$ cat src/inc/qmreg_pkg.sv
// Constants and carrier types for the coder host register front end.
// Assumes an 8-bit host bus with 4 address lines and a 10 MHz master clock.
package qmreg_pkg;

  localparam logic [3:0] ADDR_SYS = 4'h0;
  localparam logic [3:0] ADDR_PAR = 4'h1;
  localparam logic [3:0] ADDR_CMD = 4'h2;
  localparam logic [3:0] ADDR_STAT = 4'h2;
  localparam logic [3:0] ADDR_MASK = 4'h3;
  localparam logic [3:0] ADDR_LWL = 4'h4;
  localparam logic [3:0] ADDR_LWH = 4'h5;

  localparam logic [7:0] REG_RESET = 8'h00;

  localparam int PAR_TMPL = 5;
  localparam int PAR_AT_LO_W = 5;
  localparam int PAR_AT_HI = 6;

  localparam int CMD_IC = 0;
  localparam int CMD_JC = 1;
  localparam int CMD_RC = 2;
  localparam int CMD_JP = 3;

  localparam int ST_DONE = 0;
  localparam int ST_READY = 1;
  localparam int ST_MARKER = 2;
  localparam int ST_IRQ = 3;
  localparam int ST_OVF = 4;
  localparam int ST_PAUSE = 5;

  localparam int MASK_SRC_W = 4;
  localparam int MASK_MP = 7;
  localparam int LWH_W = 6;

  localparam logic [1:0] CBW_8 = 2'h0;
  localparam logic [1:0] CBW_16 = 2'h1;
  localparam logic [1:0] CBW_32 = 2'h2;

  // Field order matches the bit layout of the system register
  typedef struct packed {
    logic img_width16;
    logic img_parallel;
    logic code_byte_swap;
    logic code_lsb_first;
    logic img_reverse;
    logic [1:0] code_bus_width;
    logic soft_reset;
  } qmreg_sys_t;

  typedef struct packed {
    logic init_done;
    logic lines_done;
    logic final_read;
    logic code_ready;
    logic marker_seen;
    logic sc_overflow;
    logic decoding;
  } qmreg_core_ev_t;

  typedef struct packed {
    logic [13:0] line_width;
    logic [6:0] adaptive_offset;
    logic two_line_tmpl;
    logic ctx_init;
    logic run;
    logic ctx_xfer;
    logic pause_mode;
    logic marker_hold;
    logic core_reset;
  } qmreg_ctl_t;

endpackage : qmreg_pkg

$ cat src/qmreg_code_lanes.sv
// Code data bus lane arrangement: time-ordered word to bus lanes.
// Assumes the width and order controls are stable while a word is moved.
`timescale 1ns/1ns
module qmreg_code_lanes (
  input wire logic ref_clk,
  input wire logic rst_b,
  input wire logic ce,
  input wire logic [1:0] bus_width,
  input wire logic byte_swap,
  input wire logic lsb_first,
  input wire logic [31:0] word,
  output logic [31:0] lanes
);

  function automatic logic [31:0] qmreg_code_map(input logic [31:0] w, input logic [1:0] bw,
    input logic bx, input logic bs);
    logic [31:0] r;
    int nb;
    int src;
    r = '0;
    nb = (bw == qmreg_pkg::CBW_32) ? 4 : (bw == qmreg_pkg::CBW_16) ? 2 : 1;
    for (int k = 0; k < 4; k++)
    begin
      src = bx ? (nb - 1 - k) : k;
      for (int j = 0; j < 8; j++)
      begin
        if (k < nb)
          r[8 * k + j] = bs ? w[8 * src + j] : w[8 * src + 7 - j];
      end
    end
    return r;
  endfunction : qmreg_code_map

  always_ff @(posedge ref_clk or negedge rst_b)
  begin
    if (!rst_b)
      lanes <= 32'h0;
    else if (ce)
      lanes <= qmreg_code_map(word, bus_width, byte_swap, lsb_first);
  end
endmodule : qmreg_code_lanes

$ cat src/qmreg_host_regs.sv
// Host register front end of the bilevel arithmetic coder.
// Assumes host strobes are synchronous to ref_clk and the coding core
// reports its events as one-cycle pulses on core_ev.
`timescale 1ns/1ns

// Notes on behaviour
// - Code word bits go MSB first when bit order is 0, else LSB first.
// - Earliest bit is b0, latest b31; byte and bit swaps permute lanes.
// - Leftmost pixel is p0 on the top lane; image bit order reverses it.
// - Adaptive offset is parameter bits 0-4 plus bits 6-7 as high bits.
// - Done sets on table init end, final code read, or final image read; final read sets it only while stop mode (jp) is 0.
// - Temporary stop leaves done at 0 but still raises the done interrupt.
// - Ready status bit mirrors the code DMA request output.
// - Mask bits 1, 2, 3 enable ready, marker and overflow interrupts.
// - Mask bits 0-3 gate status bits 0, 1, 2, 4; pending has no mask.
// - Interrupt output asserts while any enabled status bit is 1.
// - Interrupt drops when causes clear or their mask bits go 0.
// - Interrupts and mask register accesses never clear status bits, except pending, which follows the interrupt output.
// - With marker pause set, decoding holds as soon as a marker is seen.
// - Host may reprogram lines while held; clearing pause resumes decoding.
// - Mask bit 0 enables the completion interrupt for stop or end.
module qmreg_host_regs (
  input wire logic ref_clk,
  input wire logic rst_b,
  input wire logic ce,
  input wire logic hcs_b,
  input wire logic [3:0] ha,
  input wire logic hwr_b,
  input wire logic hrd_b,
  input wire logic [7:0] hd_in,
  output logic [7:0] hd_out,
  output logic hd_oe,
  output logic irq_out,
  output logic code_dma_request,
  input wire qmreg_pkg::qmreg_core_ev_t core_ev,
  output qmreg_pkg::qmreg_ctl_t ctl,
  input wire logic [31:0] code_word,
  output logic [31:0] code_lanes,
  input wire logic [31:0] pix_word,
  output logic [31:0] pix_lanes
);

  qmreg_pkg::qmreg_sys_t sys;
  logic [7:0] par, mask, lw_lo, status, next_rd;
  logic [qmreg_pkg::LWH_W-1:0] lw_hi;
  logic hwr_q, ic, jc, rc, jp, done, stop_ev, marker, ovf, hold;
  logic srst, sel, wr_stb, start;
  logic [qmreg_pkg::MASK_SRC_W-1:0] irq_src;
  function automatic logic wr_hit(input logic stb, input logic [3:0] a, input logic [3:0] reg_addr);
    return stb && (a == reg_addr);
  endfunction : wr_hit
  assign srst = sys.soft_reset;
  assign sel = !hcs_b;
  assign wr_stb = sel && !hwr_b && hwr_q;
  assign start = wr_hit(wr_stb, ha, qmreg_pkg::ADDR_CMD) && (hd_in[qmreg_pkg::CMD_IC] || hd_in[qmreg_pkg::CMD_JC]);
  // Write taken once, on the falling strobe edge, so a long strobe cannot retrigger a command
  always_ff @(posedge ref_clk or negedge rst_b)
  begin
    if (!rst_b)
      hwr_q <= 1'b1;
    else if (ce)
      hwr_q <= hwr_b;
  end

  always_ff @(posedge ref_clk or negedge rst_b)
  begin
    if (!rst_b)
      sys <= qmreg_pkg::qmreg_sys_t'(qmreg_pkg::REG_RESET);
    else if (ce && wr_hit(wr_stb, ha, qmreg_pkg::ADDR_SYS))
      sys <= qmreg_pkg::qmreg_sys_t'(hd_in);
  end

  always_ff @(posedge ref_clk or negedge rst_b)
  begin
    if (!rst_b)
      par <= qmreg_pkg::REG_RESET;
    else if (ce && wr_hit(wr_stb, ha, qmreg_pkg::ADDR_PAR))
      par <= hd_in;
  end

  // Width high byte keeps six bits
  always_ff @(posedge ref_clk or negedge rst_b)
  begin
    if (!rst_b)
    begin
      lw_lo <= qmreg_pkg::REG_RESET;
      lw_hi <= '0;
    end
    else if (ce)
    begin
      if (wr_hit(wr_stb, ha, qmreg_pkg::ADDR_LWL))
        lw_lo <= hd_in;
      if (wr_hit(wr_stb, ha, qmreg_pkg::ADDR_LWH))
        lw_hi <= hd_in[qmreg_pkg::LWH_W-1:0];
    end
  end

  always_ff @(posedge ref_clk or negedge rst_b)
  begin
    if (!rst_b)
      mask <= qmreg_pkg::REG_RESET;
    else if (ce)
    begin
      if (srst)
        mask <= qmreg_pkg::REG_RESET;
      else if (wr_hit(wr_stb, ha, qmreg_pkg::ADDR_MASK))
        mask <= {hd_in[qmreg_pkg::MASK_MP], 3'h0, hd_in[qmreg_pkg::MASK_SRC_W-1:0]};
    end
  end

  always_ff @(posedge ref_clk or negedge rst_b)
  begin
    if (!rst_b)
      ic <= 1'b0;
    else if (ce)
    begin
      if (srst)
        ic <= 1'b0;
      else if (wr_hit(wr_stb, ha, qmreg_pkg::ADDR_CMD) && hd_in[qmreg_pkg::CMD_IC])
        ic <= 1'b1;
      else if (core_ev.init_done)
        ic <= 1'b0;
    end
  end

  always_ff @(posedge ref_clk or negedge rst_b)
  begin
    if (!rst_b)
      jc <= 1'b0;
    else if (ce)
    begin
      if (srst)
        jc <= 1'b0;
      else if (wr_hit(wr_stb, ha, qmreg_pkg::ADDR_CMD) && hd_in[qmreg_pkg::CMD_JC])
        jc <= 1'b1;
      else if (core_ev.lines_done)
        jc <= 1'b0;
    end
  end

  // Transfer and stop-mode bits are plain levels from the command write
  always_ff @(posedge ref_clk or negedge rst_b)
  begin
    if (!rst_b)
    begin
      rc <= 1'b0;
      jp <= 1'b0;
    end
    else if (ce)
    begin
      if (srst)
      begin
        rc <= 1'b0;
        jp <= 1'b0;
      end
      else if (wr_hit(wr_stb, ha, qmreg_pkg::ADDR_CMD))
      begin
        rc <= hd_in[qmreg_pkg::CMD_RC];
        jp <= hd_in[qmreg_pkg::CMD_JP];
      end
    end
  end

  always_ff @(posedge ref_clk or negedge rst_b)
  begin
    if (!rst_b)
      done <= 1'b0;
    else if (ce)
    begin
      if (srst)
        done <= 1'b0;
      else if (core_ev.init_done || (core_ev.final_read && !jp))
        done <= 1'b1;
      else if (start)
        done <= 1'b0;
    end
  end

  always_ff @(posedge ref_clk or negedge rst_b)
  begin
    if (!rst_b)
      stop_ev <= 1'b0;
    else if (ce)
    begin
      if (srst)
        stop_ev <= 1'b0;
      else if (core_ev.lines_done && jp)
        stop_ev <= 1'b1;
      else if (start)
        stop_ev <= 1'b0;
    end
  end

  always_ff @(posedge ref_clk or negedge rst_b)
  begin
    if (!rst_b)
      marker <= 1'b0;
    else if (ce)
    begin
      if (srst)
        marker <= 1'b0;
      else if (core_ev.marker_seen && core_ev.decoding)
        marker <= 1'b1;
      else if (start)
        marker <= 1'b0;
    end
  end

  always_ff @(posedge ref_clk or negedge rst_b)
  begin
    if (!rst_b)
      ovf <= 1'b0;
    else if (ce)
    begin
      if (srst)
        ovf <= 1'b0;
      else if (core_ev.sc_overflow && !core_ev.decoding)
        ovf <= 1'b1;
      else if (start)
        ovf <= 1'b0;
    end
  end

  always_ff @(posedge ref_clk or negedge rst_b)
  begin
    if (!rst_b)
      hold <= 1'b0;
    else if (ce)
    begin
      if (srst || !mask[qmreg_pkg::MASK_MP])
        hold <= 1'b0;
      else if (core_ev.marker_seen && core_ev.decoding)
        hold <= 1'b1;
    end
  end

  assign irq_src = {ovf, marker, code_dma_request, done || stop_ev};

  always_ff @(posedge ref_clk or negedge rst_b)
  begin
    if (!rst_b)
      irq_out <= 1'b0;
    else if (ce)
      irq_out <= |(mask[qmreg_pkg::MASK_SRC_W-1:0] & irq_src);
  end

  assign code_dma_request = core_ev.code_ready && !srst;
  assign status = {2'h0, jp, ovf, irq_out, marker, code_dma_request, done};
  always_comb
  begin
    next_rd = 8'h0;
    case (ha)
      qmreg_pkg::ADDR_SYS: next_rd = sys;
      qmreg_pkg::ADDR_PAR: next_rd = par;
      qmreg_pkg::ADDR_STAT: next_rd = status;
      qmreg_pkg::ADDR_MASK: next_rd = mask;
      qmreg_pkg::ADDR_LWL: next_rd = lw_lo;
      qmreg_pkg::ADDR_LWH: next_rd = {2'h0, lw_hi};
      default: next_rd = 8'h0;
    endcase
  end
  // Read data registered; reads have no side effects on any flag
  always_ff @(posedge ref_clk or negedge rst_b)
  begin
    if (!rst_b)
      hd_out <= 8'h0;
    else if (ce && sel && !hrd_b)
      hd_out <= next_rd;
  end
  assign hd_oe = sel && !hrd_b;
  assign ctl.adaptive_offset = {par[7:qmreg_pkg::PAR_AT_HI], par[qmreg_pkg::PAR_AT_LO_W-1:0]};
  assign ctl.line_width = {lw_hi, lw_lo};
  assign ctl.two_line_tmpl = par[qmreg_pkg::PAR_TMPL];
  assign ctl.ctx_init = ic;
  assign ctl.run = jc;
  assign ctl.ctx_xfer = rc;
  assign ctl.pause_mode = jp;
  assign ctl.marker_hold = hold;
  assign ctl.core_reset = srst;

  qmreg_code_lanes u_code (
    .ref_clk(ref_clk),
    .rst_b(rst_b),
    .ce(ce),
    .bus_width(sys.code_bus_width),
    .byte_swap(sys.code_byte_swap),
    .lsb_first(sys.code_lsb_first),
    .word(code_word),
    .lanes(code_lanes)
  );

  qmreg_pix_lanes u_pix (
    .ref_clk(ref_clk),
    .rst_b(rst_b),
    .ce(ce),
    .parallel(sys.img_parallel),
    .width16(sys.img_width16),
    .reverse(sys.img_reverse),
    .pixels(pix_word),
    .lanes(pix_lanes)
  );
endmodule : qmreg_host_regs

$ cat src/qmreg_pix_lanes.sv
// Parallel image bus lane arrangement: leftmost pixel first in the word.
// Assumes serial image transfers do not use these lanes.
`timescale 1ns/1ns
module qmreg_pix_lanes (
  input wire logic ref_clk,
  input wire logic rst_b,
  input wire logic ce,
  input wire logic parallel,
  input wire logic width16,
  input wire logic reverse,
  input wire logic [31:0] pixels,
  output logic [31:0] lanes
);

  function automatic logic [31:0] qmreg_pix_map(input logic [31:0] p, input logic w16, input logic ds);
    logic [31:0] r;
    int n;
    r = '0;
    n = w16 ? 16 : 32;
    for (int i = 0; i < 32; i++)
    begin
      if (i < n)
        r[ds ? i : n - 1 - i] = p[i];
    end
    return r;
  endfunction : qmreg_pix_map

  always_ff @(posedge ref_clk or negedge rst_b)
  begin
    if (!rst_b)
      lanes <= 32'h0;
    else if (ce)
      lanes <= parallel ? qmreg_pix_map(pixels, width16, reverse) : 32'h0;
  end
endmodule : qmreg_pix_lanes

$ cat config.mk
export PLATFORM = sky130hd
export DESIGN_NAME = qmreg_host_regs
export DESIGN_NICKNAME = d
export VERILOG_FILES = /design/src/inc/qmreg_pkg.sv /design/src/qmreg_code_lanes.sv /design/src/qmreg_host_regs.sv /design/src/qmreg_pix_lanes.sv
export SDC_FILE = /design/constraint.sdc
export NUM_CORES = 1
export LEC_CHECK = 0
export BUFFER_PORTS_ARGS = -buffer_cell sky130_fd_sc_hd__buf_2
export CAP_MARGIN = 20
export CORE_MARGIN = 2
export CORE_UTILIZATION = 32
export DETAILED_ROUTE_END_ITERATION = 10
export HOLD_SLACK_MARGIN = 0.02
export PLACE_DENSITY = 0.55
export SYNTH_ARGS = -nofsm -noshare
export SYNTH_HDL_FRONTEND = slang
export SYNTH_SLANG_ARGS = --single-unit
$ cat constraint.sdc
create_clock -name ref_clk -period 3.2 [get_ports ref_clk]
set_input_delay 0 -clock ref_clk [delete_from_list [all_inputs] [get_ports ref_clk]]
set_output_delay 0 -clock ref_clk [all_outputs]
set_load 0.01 [all_outputs]
==> flow_summary.toml <==
[global_routing]
antenna_found_initial = 0
grt_first_pass_wirelength_um = 33400
grt-ovfl-total = 0
grt_max_degree = 74
grt_pass1_vias = 6007
grt_usage_pct = 19.4

[setup_path]
r2r_setup_slack_ns = 0.79
worstSetupPathType = "reg2reg"
path_max_fanout = 33
cp-end-kind = "register"
required_ns = 3.49
endpoint = "u_code.lanes[11]"
worstPathArrival_ns = 2.70
reg2reg_depth = 6
cp-startpoint = "sys[1]"
timing.rr.start = "sys[1]"
cp-start-kind = "register"
rr_endpoint = "u_code.lanes[11]"

[yosys]
synth_area_um2 = 6680
synth_flop_cell = "dfrtp_1"
ys_ff_latch = 118
synth-edff-count = 0
synth.avg_cell_area_um2 = 11.4
ys_seq_area_share_pct = 44.2
ys_async_sr_fraction_pct = 100
netlist-cell-type-count = 58
yosysWarnings = 0
synth.net_count = 679
syn_inst = 587

[place]
preCtsSetupSlack_ns = 0.796
dpl_cell_area_um2 = 7800
post-dp-hpwl_um = 15100
placed_cells = 1008
gp_congestion = 0.851
io_buffers = 191

[routing]
drtPass1Iterations = 5
wl_per_cell_um = 19.3
drtAntennaViolNets = 0
routed_via_density = 5.35
drc_errors = 0
wirelength_um = 21400
vias = 5917
drt-initial-drc-count = 391

[timing]
fin_ws_ns = 0.794
final-setup-viol-count = 0
period_share_pct = 75.2
fin_worst_skew_ns = 0.00801
finalCriticalPeriod_ns = 2.41
timing.slew.headroom_pct = 29.1
setup_tns_ns = 0
rsz0062_at_grt = "false"
worstMarginPinSlew_ns = 1.06
hold-worst-slack_ns = 0.0489
hold_viol = 0
max_freq_ghz = 0.416
maxSlewViolCount = 0

[outcome]
status = "finished clean"

[final_layout]
drive_gt1_share_pct = 36.1
stdcell_count = 1107
fin_util_pct = 44.1
finalNetCount = 916
area_delta_synth_final_pct = 34.5
num_antenna_cells = 0
final_cell_area_um2 = 8990

[power]
swShare_pct = 28.4
cellLeakagePower_nw = 4.29
p_comb_share_pct = 20.2
peakVddDrop_mv = 0.313
power_density_nw_per_um2 = 477
seqPwrFrac_pct = 40.6
p_sw_mw = 1.22
power_frac_clock_pct = 39.2
power_mw = 4.28
internal-power_mw = 3.07

[clock_tree]
worst_skew_pair.late_latency_ns = 0.41
clkSinkCount = 118
h-tree-depth = 4
cts_resized = 0
cts_root_buffer = "clkbuf_16"
cts.reportedPaths.clkPinSlew_ns = 0.05
clockBufferDepth = 2
cts_tree = "built"
cts_buffers = 17

[die]
core_um2 = 20400
die_w_um = 149
initial_core_util_pct = 32.8
die-area_um2 = 22100
ioPinCount = 192
rows = 52
fp.dieH_um = 149

[hold_path]
hold_path.class = "in2reg"
hold_path_depth = 4

[run]
drv_cap = 0
worst min path at each step:
| stage | startpoint | end | slack [ns] |
|---|---|---|---|
| 2_1_floorplan | rst_b | done | -0.30 |
| 3_3_place_gp | rst_b | u_code.lanes[1] | 0.06 |
| 3_5_place_dp | rst_b | u_code.lanes[1] | 0.07 |
| 4_1_cts | core_ev[4] | done | 0.03 |
| 5_1_grt | core_ev[4] | done | 0.05 |
| 6_report | core_ev[4] | done | 0.05 |
cells in the final DEF, fill, tap and decap left out, types with 9 or more instances in the layout:
cell and count:
buf_2 190, dfrtp_1 116, dlygate4sd3_1 67, mux2i_1 57, mux2_2 47, o2bb2ai_1 42, nand2_1 39, nor2_1 34
o21ai_0 25, a21oi_1 24, mux4_2 21, clkbuf_16 17, nor2b_1 12, buf_4 11, o221ai_1 9, a22o_1 9
critical path, cell delays in order (launching register included):
cell and delay [ns]:
dfrtp_1 0.37, inv_1 0.07, ha_1 0.30, nand2b_4 0.46, mux2_1 0.40, mux4_2 0.48, a22o_1 0.20
area by class of cell:
type	count	area (um^2)
timing repair buffer	269	1720
inverter	8	30.0
clock inverter	5	27.5
sequential	118	2960
tap	270	338
clock buffer	27	483
fill	1931	11400
multi-input combinational	410	3430
cells in the mapped netlist, drive strengths merged (4+ instances only):
cell type,number,share of area [%]
o221ai,9,1.2
nand2,40,2.3
nand2b,7,0.77
mux2,49,8.3
a31oi,7,0.66
and3b,5,0.66
mux4,21,7.1
dfrtp,117,44
nand3,8,0.60
nor2b,12,1.1
inv,7,0.39
a221o,8,1.2
a32oi,5,0.66
mux2i,57,8.5
o2bb2ai,42,5.5
nor2,35,2.0
buf,29,2.8
o21ai,25,1.9
and2,4,0.37
a211o,5,0.66
a21oi,24,1.8
clkbuf,22,1.3
a22o,9,1.2
flip-flops by register name (all words and copies together) (netlist names):
register and flops:
ic 1, lw_lo 8, hd_out 8, srst 1, stop_ev 1, par 8
lw_hi 6, marker 1, jp 1, u_pix.lanes 32, irq_out 1, done 1
hold 1, ovf 1, u_code.lanes 32, hwr_q 1, rc 1, sys 7
mask 5, jc 1
metal layers:
layer,global-route usage (%),part of all wire (%),vias to the layer above
met4,6.38,1.8,0
met5,0,0,-
met3,4.11,6.8,26
met1,26.9,46,2939
li1,-,-,2727
met2,30.6,46,225
what timing repair did:
item	CTS	global route
hold buffers	67	0
endpoints found under the hold margin	123	0
setup buffers	0	0
cell families after synthesis:
family | after synthesis | synth area share [%]
muxes | 127 | 23.9
and+or+nand+nor | 126 | 9.61
adders and majority gates | 3 | 0.562
DFF | 118 | 44.2
AOI/OAI and AO/OA | 154 | 17.3
buffers and inverters | 59 | 4.49
power groups by stage:
stage | Sequential, mW | Combinational, mW | Clock [mW]
floorplan | 1.75 | 0.445 | 0
global placement | 1.76 | 0.777 | 0
detailed placement | 1.76 | 0.780 | 0
CTS | 1.74 | 0.865 | 1.71
global route | 1.76 | 0.942 | 1.79
finish | 1.74 | 0.865 | 1.68
(Power assumes the default switching activity.)
